File: config.mk
export PLATFORM = sky130hd
export DESIGN_NAME = mpdec_decode
export DESIGN_NICKNAME = d
export VERILOG_FILES = /design/src/mpdec_pkg.sv /design/src/mpdec_decode.sv
export VERILOG_INCLUDE_DIRS = /design/src
export SDC_FILE = /design/constraint.sdc
export NUM_CORES = 1
export LEC_CHECK = 0
export BUFFER_PORTS_ARGS = -buffer_cell sky130_fd_sc_hd__buf_2
export CAP_MARGIN = 15
export CORE_UTILIZATION = 45
export DETAILED_ROUTE_END_ITERATION = 8
export PLACE_DENSITY = 0.77
export SETUP_SLACK_MARGIN = 0.1
export SLEW_MARGIN = 25
export SYNTH_ARGS = -nofsm -noshare
export SYNTH_HDL_FRONTEND = slang
export SYNTH_SLANG_ARGS = --single-unit
File: constraint.sdc
create_clock -name core_clk -period 1.45 [get_ports core_clk]
set_input_delay 0.29 -clock core_clk [delete_from_list [all_inputs] [get_ports core_clk]]
set_output_delay 0.29 -clock core_clk [all_outputs]
set_load 0.01 [all_outputs]
File: src/mpdec_map.svh
// constants for the memory page, port decode and input mux block
// What this block does
// RULE1: selects both high bidir, A low keyboard, B low parallel, both low internal
// RULE2: keyboard port read drives only select A low
// RULE3: parallel port read drives only select B low
// RULE4: internal-bus input ports drive both selects low
// RULE5: any on-board memory page raises memory select, both selects low
// RULE6: display page overrides memory select, both selects stay high
// RULE7: system RAM is one 1K page, row bits 0-4, column 5-9, page 10-15
// RULE8: RAM writes when memory-write is high, reads when low
// RULE9: ROM is read-only with separate enables for pages C0 and C4
// RULE10: page decode needs address 15-12 equal 1100, bits 11-10 pick page
// RULE11: page outputs drive memory enables and common memory select
// RULE12: during start-up, C-range decode blocked and page zero maps to ROM first page
// RULE13: page decoder disabled during input or output status
// RULE14: memory, input or output cycle pulls ready low for one wait state
// RULE15: ready held low from mid-sync until first phi2 rising edge after sync
// RULE16: port decoders need address 15-12 all ones and bit 11 one
// RULE17: address bits 10-8 choose which of eight port strobes
// RULE18: input decode needs data-in and input status; output needs output status and write
// RULE19: internal select active for the four lowest input ports
// RULE20: with jumper fitted, interrupt acknowledge disables page and port decoders
// RULE21: address drivers enabled unless address-disable is low
// RULE22: start-up signal low for first four data-in strobes after power-on clear
// RULE23: nothing decoded leaves both selects high, reading the bidir bus
`ifndef MPDEC_MAP_SVH
`define MPDEC_MAP_SVH
`define MPDEC_PAGE_HI 4'hC
`define MPDEC_PORT_HI 5'h1F
`define MPDEC_PG_C0 2'h0
`define MPDEC_PG_C4 2'h1
`define MPDEC_PG_C8 2'h2
`define MPDEC_PG_CC 2'h3
`define MPDEC_PORT_KBD 3'h4
`define MPDEC_PORT_PAR 3'h5
`define MPDEC_STARTUP_STROBES 3'h4
`endif

File: src/mpdec_pkg.sv
// types for the memory page, port decode and input mux block
`default_nettype none
package mpdec_pkg;
  typedef struct packed {
    logic memRead;
    logic memWrite;
    logic inStat;
    logic outStat;
    logic intAck;
  } mpdec_status_t;
  typedef enum {MPDEC_SRC_BIDIR, MPDEC_SRC_KBD, MPDEC_SRC_PAR, MPDEC_SRC_INT} mpdec_src_t;
endpackage : mpdec_pkg
`default_nettype wire
File: src/mpdec_decode.sv
// page decode, port decode, input mux select and wait-state logic
//
// The address-and-strobe port was decided locally.
`timescale 1ns/1ps
`default_nettype none
`include "mpdec_map.svh"
module mpdec_decode (
  input wire logic core_clk,
  input wire logic rst_n,
  input wire logic [15:0] cpuAddr,
  input wire mpdec_pkg::mpdec_status_t status,
  input wire logic syncStrobe,
  input wire logic dataInStrobe,
  input wire logic writeStrobe_n,
  input wire logic intAckJumper,
  input wire logic addrDisable_n,
  output logic input_select_a,
  output logic input_select_b,
  output logic romPage0Sel_n,
  output logic romPage1Sel_n,
  output logic ramPageSel_n,
  output logic display_page_sel_n,
  output logic ramWriteEn_n,
  output logic [4:0] ramRow,
  output logic [4:0] ramCol,
  output logic memSel,
  output logic [7:0] inPortStrobe_n,
  output logic [7:0] outPortStrobe_n,
  output logic intSel,
  output logic ready,
  output logic startup_n,
  output logic addrDriveEn
);
  logic [2:0] strobeCount;
  logic prevDataIn;
  logic waitPending;
  logic startupActive;
  logic intAckBlock;
  logic pageHit;
  logic [1:0] pageIdx;
  logic [3:0] next_page_n;
  logic next_memSel;
  logic portHit;
  logic inDecode;
  logic outDecode;
  logic [7:0] next_in_n;
  logic [7:0] next_out_n;
  logic next_intSel;
  logic next_a;
  logic next_b;
  logic ioCycle;

  assign startupActive = (strobeCount < `MPDEC_STARTUP_STROBES);
  assign intAckBlock = intAckJumper && status.intAck; // [RULE20]

  // page decode; start-up remaps page zero onto the first ROM page
  always_comb begin
    pageHit = 1'b0;
    pageIdx = cpuAddr[11:10];
    if (startupActive) begin
      pageHit = (cpuAddr[15:10] == 6'h00); // [RULE12]
      pageIdx = `MPDEC_PG_C0;
    end else begin
      pageHit = (cpuAddr[15:12] == `MPDEC_PAGE_HI); // [RULE10]
    end
    if (status.inStat || status.outStat || intAckBlock) begin
      pageHit = 1'b0; // [RULE13] [RULE20]
    end
    next_page_n = 4'hF;
    if (pageHit) begin
      next_page_n[pageIdx] = 1'b0;
    end
    next_memSel = ~&next_page_n; // [RULE11]
  end

  // port decode; no I/O happens during start-up so no remap is needed
  always_comb begin
    portHit = ({cpuAddr[15:12], cpuAddr[11]} == `MPDEC_PORT_HI) && !intAckBlock; // [RULE16] [RULE20]
    inDecode = portHit && dataInStrobe && status.inStat; // [RULE18]
    outDecode = portHit && status.outStat && !writeStrobe_n; // [RULE18]
    next_in_n = 8'hFF;
    next_out_n = 8'hFF;
    if (inDecode) begin
      next_in_n[cpuAddr[10:8]] = 1'b0; // [RULE17]
    end
    if (outDecode) begin
      next_out_n[cpuAddr[10:8]] = 1'b0; // [RULE17]
    end
    next_intSel = inDecode && !cpuAddr[10]; // [RULE19]
  end

  // mux select: display page wins over memory select
  always_comb begin
    next_a = 1'b1; // [RULE23]
    next_b = 1'b1;
    if (!next_page_n[`MPDEC_PG_CC]) begin
      next_a = 1'b1; // [RULE6]
      next_b = 1'b1;
    end else if (next_memSel || next_intSel) begin
      next_a = 1'b0; // [RULE5] [RULE4]
      next_b = 1'b0;
    end else if (!next_in_n[`MPDEC_PORT_KBD]) begin
      next_a = 1'b0; // [RULE2]
    end else if (!next_in_n[`MPDEC_PORT_PAR]) begin
      next_b = 1'b0; // [RULE3]
    end
  end

  assign ioCycle = next_memSel || status.inStat || status.outStat;

  // registered decode outputs
  always_ff @(posedge core_clk or negedge rst_n) begin
    if (!rst_n) begin
      input_select_a <= 1'b1;
      input_select_b <= 1'b1;
      {display_page_sel_n, ramPageSel_n, romPage1Sel_n, romPage0Sel_n} <= 4'hF;
      memSel <= 1'b0;
      inPortStrobe_n <= 8'hFF;
      outPortStrobe_n <= 8'hFF;
      intSel <= 1'b0;
    end else begin
      input_select_a <= next_a; // [RULE1]
      input_select_b <= next_b; // [RULE1]
      {display_page_sel_n, ramPageSel_n, romPage1Sel_n, romPage0Sel_n} <= next_page_n; // [RULE9] [RULE11]
      memSel <= next_memSel;
      inPortStrobe_n <= next_in_n;
      outPortStrobe_n <= next_out_n;
      intSel <= next_intSel;
    end
  end

  // ram array addressing; write enable only follows memory-write on the RAM page
  always_ff @(posedge core_clk or negedge rst_n) begin
    if (!rst_n) begin
      ramWriteEn_n <= 1'b1;
      ramRow <= 5'h00;
      ramCol <= 5'h00;
    end else begin
      ramRow <= cpuAddr[4:0]; // [RULE7]
      ramCol <= cpuAddr[9:5]; // [RULE7]
      ramWriteEn_n <= !(status.memWrite && !next_page_n[`MPDEC_PG_C8]); // [RULE8]
    end
  end

  // one wait state: forced at sync of a memory or I/O cycle, released at the next clock edge after sync
  always_ff @(posedge core_clk or negedge rst_n) begin
    if (!rst_n) begin
      waitPending <= 1'b0;
      ready <= 1'b1;
    end else begin
      waitPending <= syncStrobe; // [RULE15]
      ready <= !(syncStrobe && ioCycle); // [RULE14] [RULE15]
    end
  end

  // start-up counter: counts data-in rising edges, saturates at four
  always_ff @(posedge core_clk or negedge rst_n) begin
    if (!rst_n) begin
      strobeCount <= 3'h0;
      prevDataIn <= 1'b0;
      startup_n <= 1'b0;
    end else begin
      prevDataIn <= dataInStrobe;
      if (dataInStrobe && !prevDataIn && startupActive) begin
        strobeCount <= strobeCount + 3'h1; // [RULE22]
      end
      startup_n <= !(startupActive && !(dataInStrobe && !prevDataIn && strobeCount == 3'h3)); // [RULE22]
    end
  end

  // address drivers follow the bus disable line
  always_ff @(posedge core_clk or negedge rst_n) begin
    if (!rst_n) begin
      addrDriveEn <= 1'b1;
    end else begin
      addrDriveEn <= addrDisable_n; // [RULE21]
    end
  end
endmodule : mpdec_decode
`default_nettype wire

==> results.rst <==
.. list-table::
   :header-rows: 1

   * - Metric
     - Value
   * - Result of the run
     - completed
   * - Post-Synthesis Net Count
     - 136
   * - Minimum clock period
     - 1.30 ns
   * - Combinational family with the most area after synthesis
     - simple AND/OR/NAND/NOR gates
   * - Fill count
     - 267
   * - Post-synthesis to final-layout area growth
     - 34.3%
   * - Antenna Cells
     - 0
   * - Core box area
     - 3080 sq um
   * - Data required time of the critical path
     - between 1 and 1.5 ns
   * - Clock power share
     - 29.7%
   * - Cell types with the largest area share after synthesis
     - sky130_fd_sc_hd__dfstp_2 45%, sky130_fd_sc_hd__dfrtp_1 29%, sky130_fd_sc_hd__nand2_1 4.1%
   * - Proportion of netlist area held by the largest area contributor
     - 44.8%
   * - Source-to-sink clock delay at the later pin of the worst-skew pair
     - roughly 0.35 ns
   * - Clock tree from TritonCTS
     - built
   * - Critical path depth in cells
     - 1
   * - Initial antenna violation count
     - 0
   * - Sum of net half-perimeters after detailed placement
     - 2180 um
   * - Crit path max-delay family
     - flip-flops
   * - Starting Density
     - 47.6%
   * - Number of buffers inserted for hold repair after clock tree synthesis
     - 1
   * - Final routed wirelength across all metal layers
     - 2870 um
   * - Buffer and inverter count on the worst path
     - 1
   * - Slew Limit Fails
     - 0
   * - Longest individual stage delay on the worst path
     - 0.55 ns
   * - Die extent in y
     - 59.1 um
   * - Comb power frac
     - 8.0%
   * - Bufs on Longest Clock Path
     - 2
   * - Detail Route Antenna Nets
     - 0
   * - Register-to-Register Setup Slack
     - 0.25 ns
   * - Ordered list of cells on the worst path
     - buf_2
   * - Part of the power in registers
     - 62.3%
   * - Part of the cycle the worst path needs
     - 89.9%
   * - Final weighted congestion in routability-driven placement
     - 0.762
   * - Width of the chip
     - roughly 59 um
   * - Tightest Pin Transition
     - between 0.4 and 0.5 ns
   * - Worst VDD drop
     - around 610 uV
   * - Worst setup path class
     - flip-flop to primary output
   * - Critical path arrival
     - 1.01 ns
   * - Basic-gate share of the synthesized area counting and, or, nand and nor cells
     - 15.9%
   * - Compound-gate portion of the synthesized area
     - 5.46%
   * - Number of instances in the synthesized netlist
     - around 110
   * - Count of buffers from port buffering
     - between 60 and 70
   * - CTS Buf Count
     - 5
   * - Setup repair after global routing missed its margin
     - no
   * - Per-cell via count in the routed design
     - about 4.7
   * - Vias in the first global route
     - 1056
   * - GRT Total Usage
     - 18.7%
   * - Number of synthesized register bits
     - 42
   * - Max-slew headroom
     - 67.2%
   * - CP Max Fanout
     - 1
   * - PD cells
     - 983 nW/um^2
   * - Design internal power
     - 1.50 mW
   * - Capture instance of the worst register-to-register path
     - strobeCount[1]
   * - Setup repair bufs after CTS
     - 0
   * - Total clock sinks
     - 42
   * - Iter 0 DRT Violations
     - 24
   * - Pin count of the biggest net entering global routing
     - 23
   * - Leakage dissipation
     - 0.871 nW
   * - Parity-gate share of the synthesized area counting xor and xnor cells
     - 0.597%
   * - Fraction of the mapped netlist area in adder cells
     - 1.71%
   * - Total chip power
     - 1.94 mW
   * - # rows
     - 20
   * - Slowest cell on the critical path
     - sky130_fd_sc_hd__dfstp_2
   * - Mux contribution to synthesized area
     - 0.768%
   * - Total DRC errors in the routed layout
     - 0
   * - Mean Syn Cell Area
     - 13.8 sq um
   * - Number of hold violations in the final report
     - 0
   * - Boundary pin count
     - 66
   * - Launching element of the worst setup path
     - ready
   * - Resized Gates After CTS
     - 0
   * - Routed len/inst
     - ~13 um
   * - Number of nets at the end of the flow
     - between 200 and 250
   * - Endpoint type of the worst setup path
     - primary output
   * - Reported net switching power
     - 0.433 mW
   * - Final setup viols
     - 0
   * - Upper clock frequency limit
     - between 700 and 800 MHz
   * - Remaining global-route overflow
     - 0
   * - Sw Share
     - 22.4%
   * - Sum of negative setup slack
     - 0 ns
   * - Clock slew seen by the registers of the worst setup and hold paths
     - 0.12 ns
   * - Cell type contributing the most total cell area after synthesis
     - sky130_fd_sc_hd__dfstp_2
   * - Full die area
     - 3490 sq um
   * - Sequential area share after synthesis
     - between 70% and 80%
   * - H-Tree Level Count
     - 2
   * - Area occupied by multi-input gates
     - approximately 360 sq um
   * - Root Buffer
     - sky130_fd_sc_hd__clkbuf_4
   * - Total iterations of the first detailed-routing run
     - 4
   * - Share of post-route cells with drive strength above 1
     - 59.2%
   * - Number of maximum-capacitance constraint violations
     - 0
   * - Reg-to-reg startpoint
     - prevDataIn
   * - Kind of start point of the critical path
     - flip-flop
   * - Post-synthesis cell area
     - 1470 sq um
   * - Setup Skew
     - about 0.0097 ns
   * - Number of vias in the routed layout
     - 1081
   * - FF-to-FF path depth
     - 3
   * - Sequential cell area
     - 1080 sq um
   * - First-pass GRT wire length
     - 4600 um
   * - Yosys warns
     - 0
   * - Class of the worst hold path
     - input pin to flip-flop
   * - Destination of the critical timing path
     - ready
   * - Number of distinct standard cells referenced by the synthesized netlist
     - 26
[state kept, by name, indices dropped and copies added (netlist names), 3 cells and up]
| signal | cells |
|---|---|
| inPortStrobe_n | 8 |
| ramRow | 5 |
| strobeCount | 3 |
| outPortStrobe_n | 8 |
| ramCol | 5 |
[how the worst min path moves through the flow]
stage	from	to	slack, ns	cells past startpoint
2_1_floorplan	rst_n	intSel	-0.006	0
3_3_place_gp	rst_n	strobeCount[2]	0.25	1
3_5_place_dp	rst_n	strobeCount[1]	0.27	1
4_1_cts	addrDisable_n	addrDriveEn	0.03	1
5_1_grt	addrDisable_n	addrDriveEn	0.01	1
6_report	addrDisable_n	addrDriveEn	0.04	1
[power groups by stage]
stage	Combinational (mW)	Sequential (mW)	Clock, mW
floorplan	0.0337	1.24	0
detailed placement	0.154	1.22	0
finish	0.155	1.21	0.576
global route	0.172	1.21	0.651
CTS	0.156	1.21	0.601
global placement	0.148	1.22	0
[cell usage after synthesis (all sizes together)]
cell    number
clkbuf       2
and3         1
mux2         1
or4          1
inv          5
o21ai        6
dfrtp       17
a21oi        1
ha           2
or2          1
nor2         6
o21a         1
nand4        2
nand4b       3
and2         1
xor2         1
nor4         3
nor2b        3
o31ai        1
a21boi       1
nand3        5
nand2b       1
nand2       16
dfstp       25
[cells by family (layout without fill, tap and decap cells)]
family,after synthesis,in the layout
AOI/OAI and AO/OA,10,10
xor gates and xnor gates,1,1
muxes,1,1
DFF,42,42
adders and majority gates,2,2
buffers and inverters,7,85
and+or+nand+nor,43,43
[layout make-up]
class	count	share of cell area, %
sequential	42	55.0
timing repair buffer	72	20.1
inverter	5	0.953
clock inverter	1	0.254
multi-input combinational	57	18.2
tap	44	2.80
clock buffer	7	2.80
[metrics by stage]
stage	cells	hold WS, ns	util, %	setup WS [ns]	instance area [sq um]
2_1_floorplan	106	-0.00559	-	0.0857	1470
3_3_place_gp	219	0.255	61.7	-0.0921	1900
3_5_place_dp	219	0.270	61.7	-0.0964	1900
4_1_cts	228	0.0256	64.0	0.132	1970
5_1_grt	228	0.0135	64.0	0.107	1970
6_report	228	0.0401	64.0	0.147	1970
[per-layer routing]
layer	vias to the layer above	share of wire [%]	global-route usage, %
met4	0	2.5	11.2
met3	5	7.3	5.90
met5	-	0	0
li1	505	-	-
met2	49	50	31.7
met1	522	40	20.5
[placed cells by master (no fill, tap or decap), types with 2 or more instances in the layout]
| cell | instances |
|---|---|
| sky130_fd_sc_hd__buf_4 | 6 |
| sky130_fd_sc_hd__nor2b_1 | 3 |
| sky130_fd_sc_hd__inv_1 | 5 |
| sky130_fd_sc_hd__nand4_1 | 2 |
| sky130_fd_sc_hd__dfrtp_1 | 17 |
| sky130_fd_sc_hd__o21ai_1 | 2 |
| sky130_fd_sc_hd__clkbuf_4 | 5 |
| sky130_fd_sc_hd__buf_2 | 64 |
| sky130_fd_sc_hd__dfstp_2 | 25 |
| sky130_fd_sc_hd__nand2_1 | 16 |
| sky130_fd_sc_hd__nand4b_1 | 3 |
| sky130_fd_sc_hd__nor2_1 | 6 |
| sky130_fd_sc_hd__o21ai_0 | 4 |
| sky130_fd_sc_hd__nand3_1 | 5 |
| sky130_fd_sc_hd__nor4_2 | 2 |
| sky130_fd_sc_hd__ha_1 | 2 |
Power figures use the tool's default switching activity.
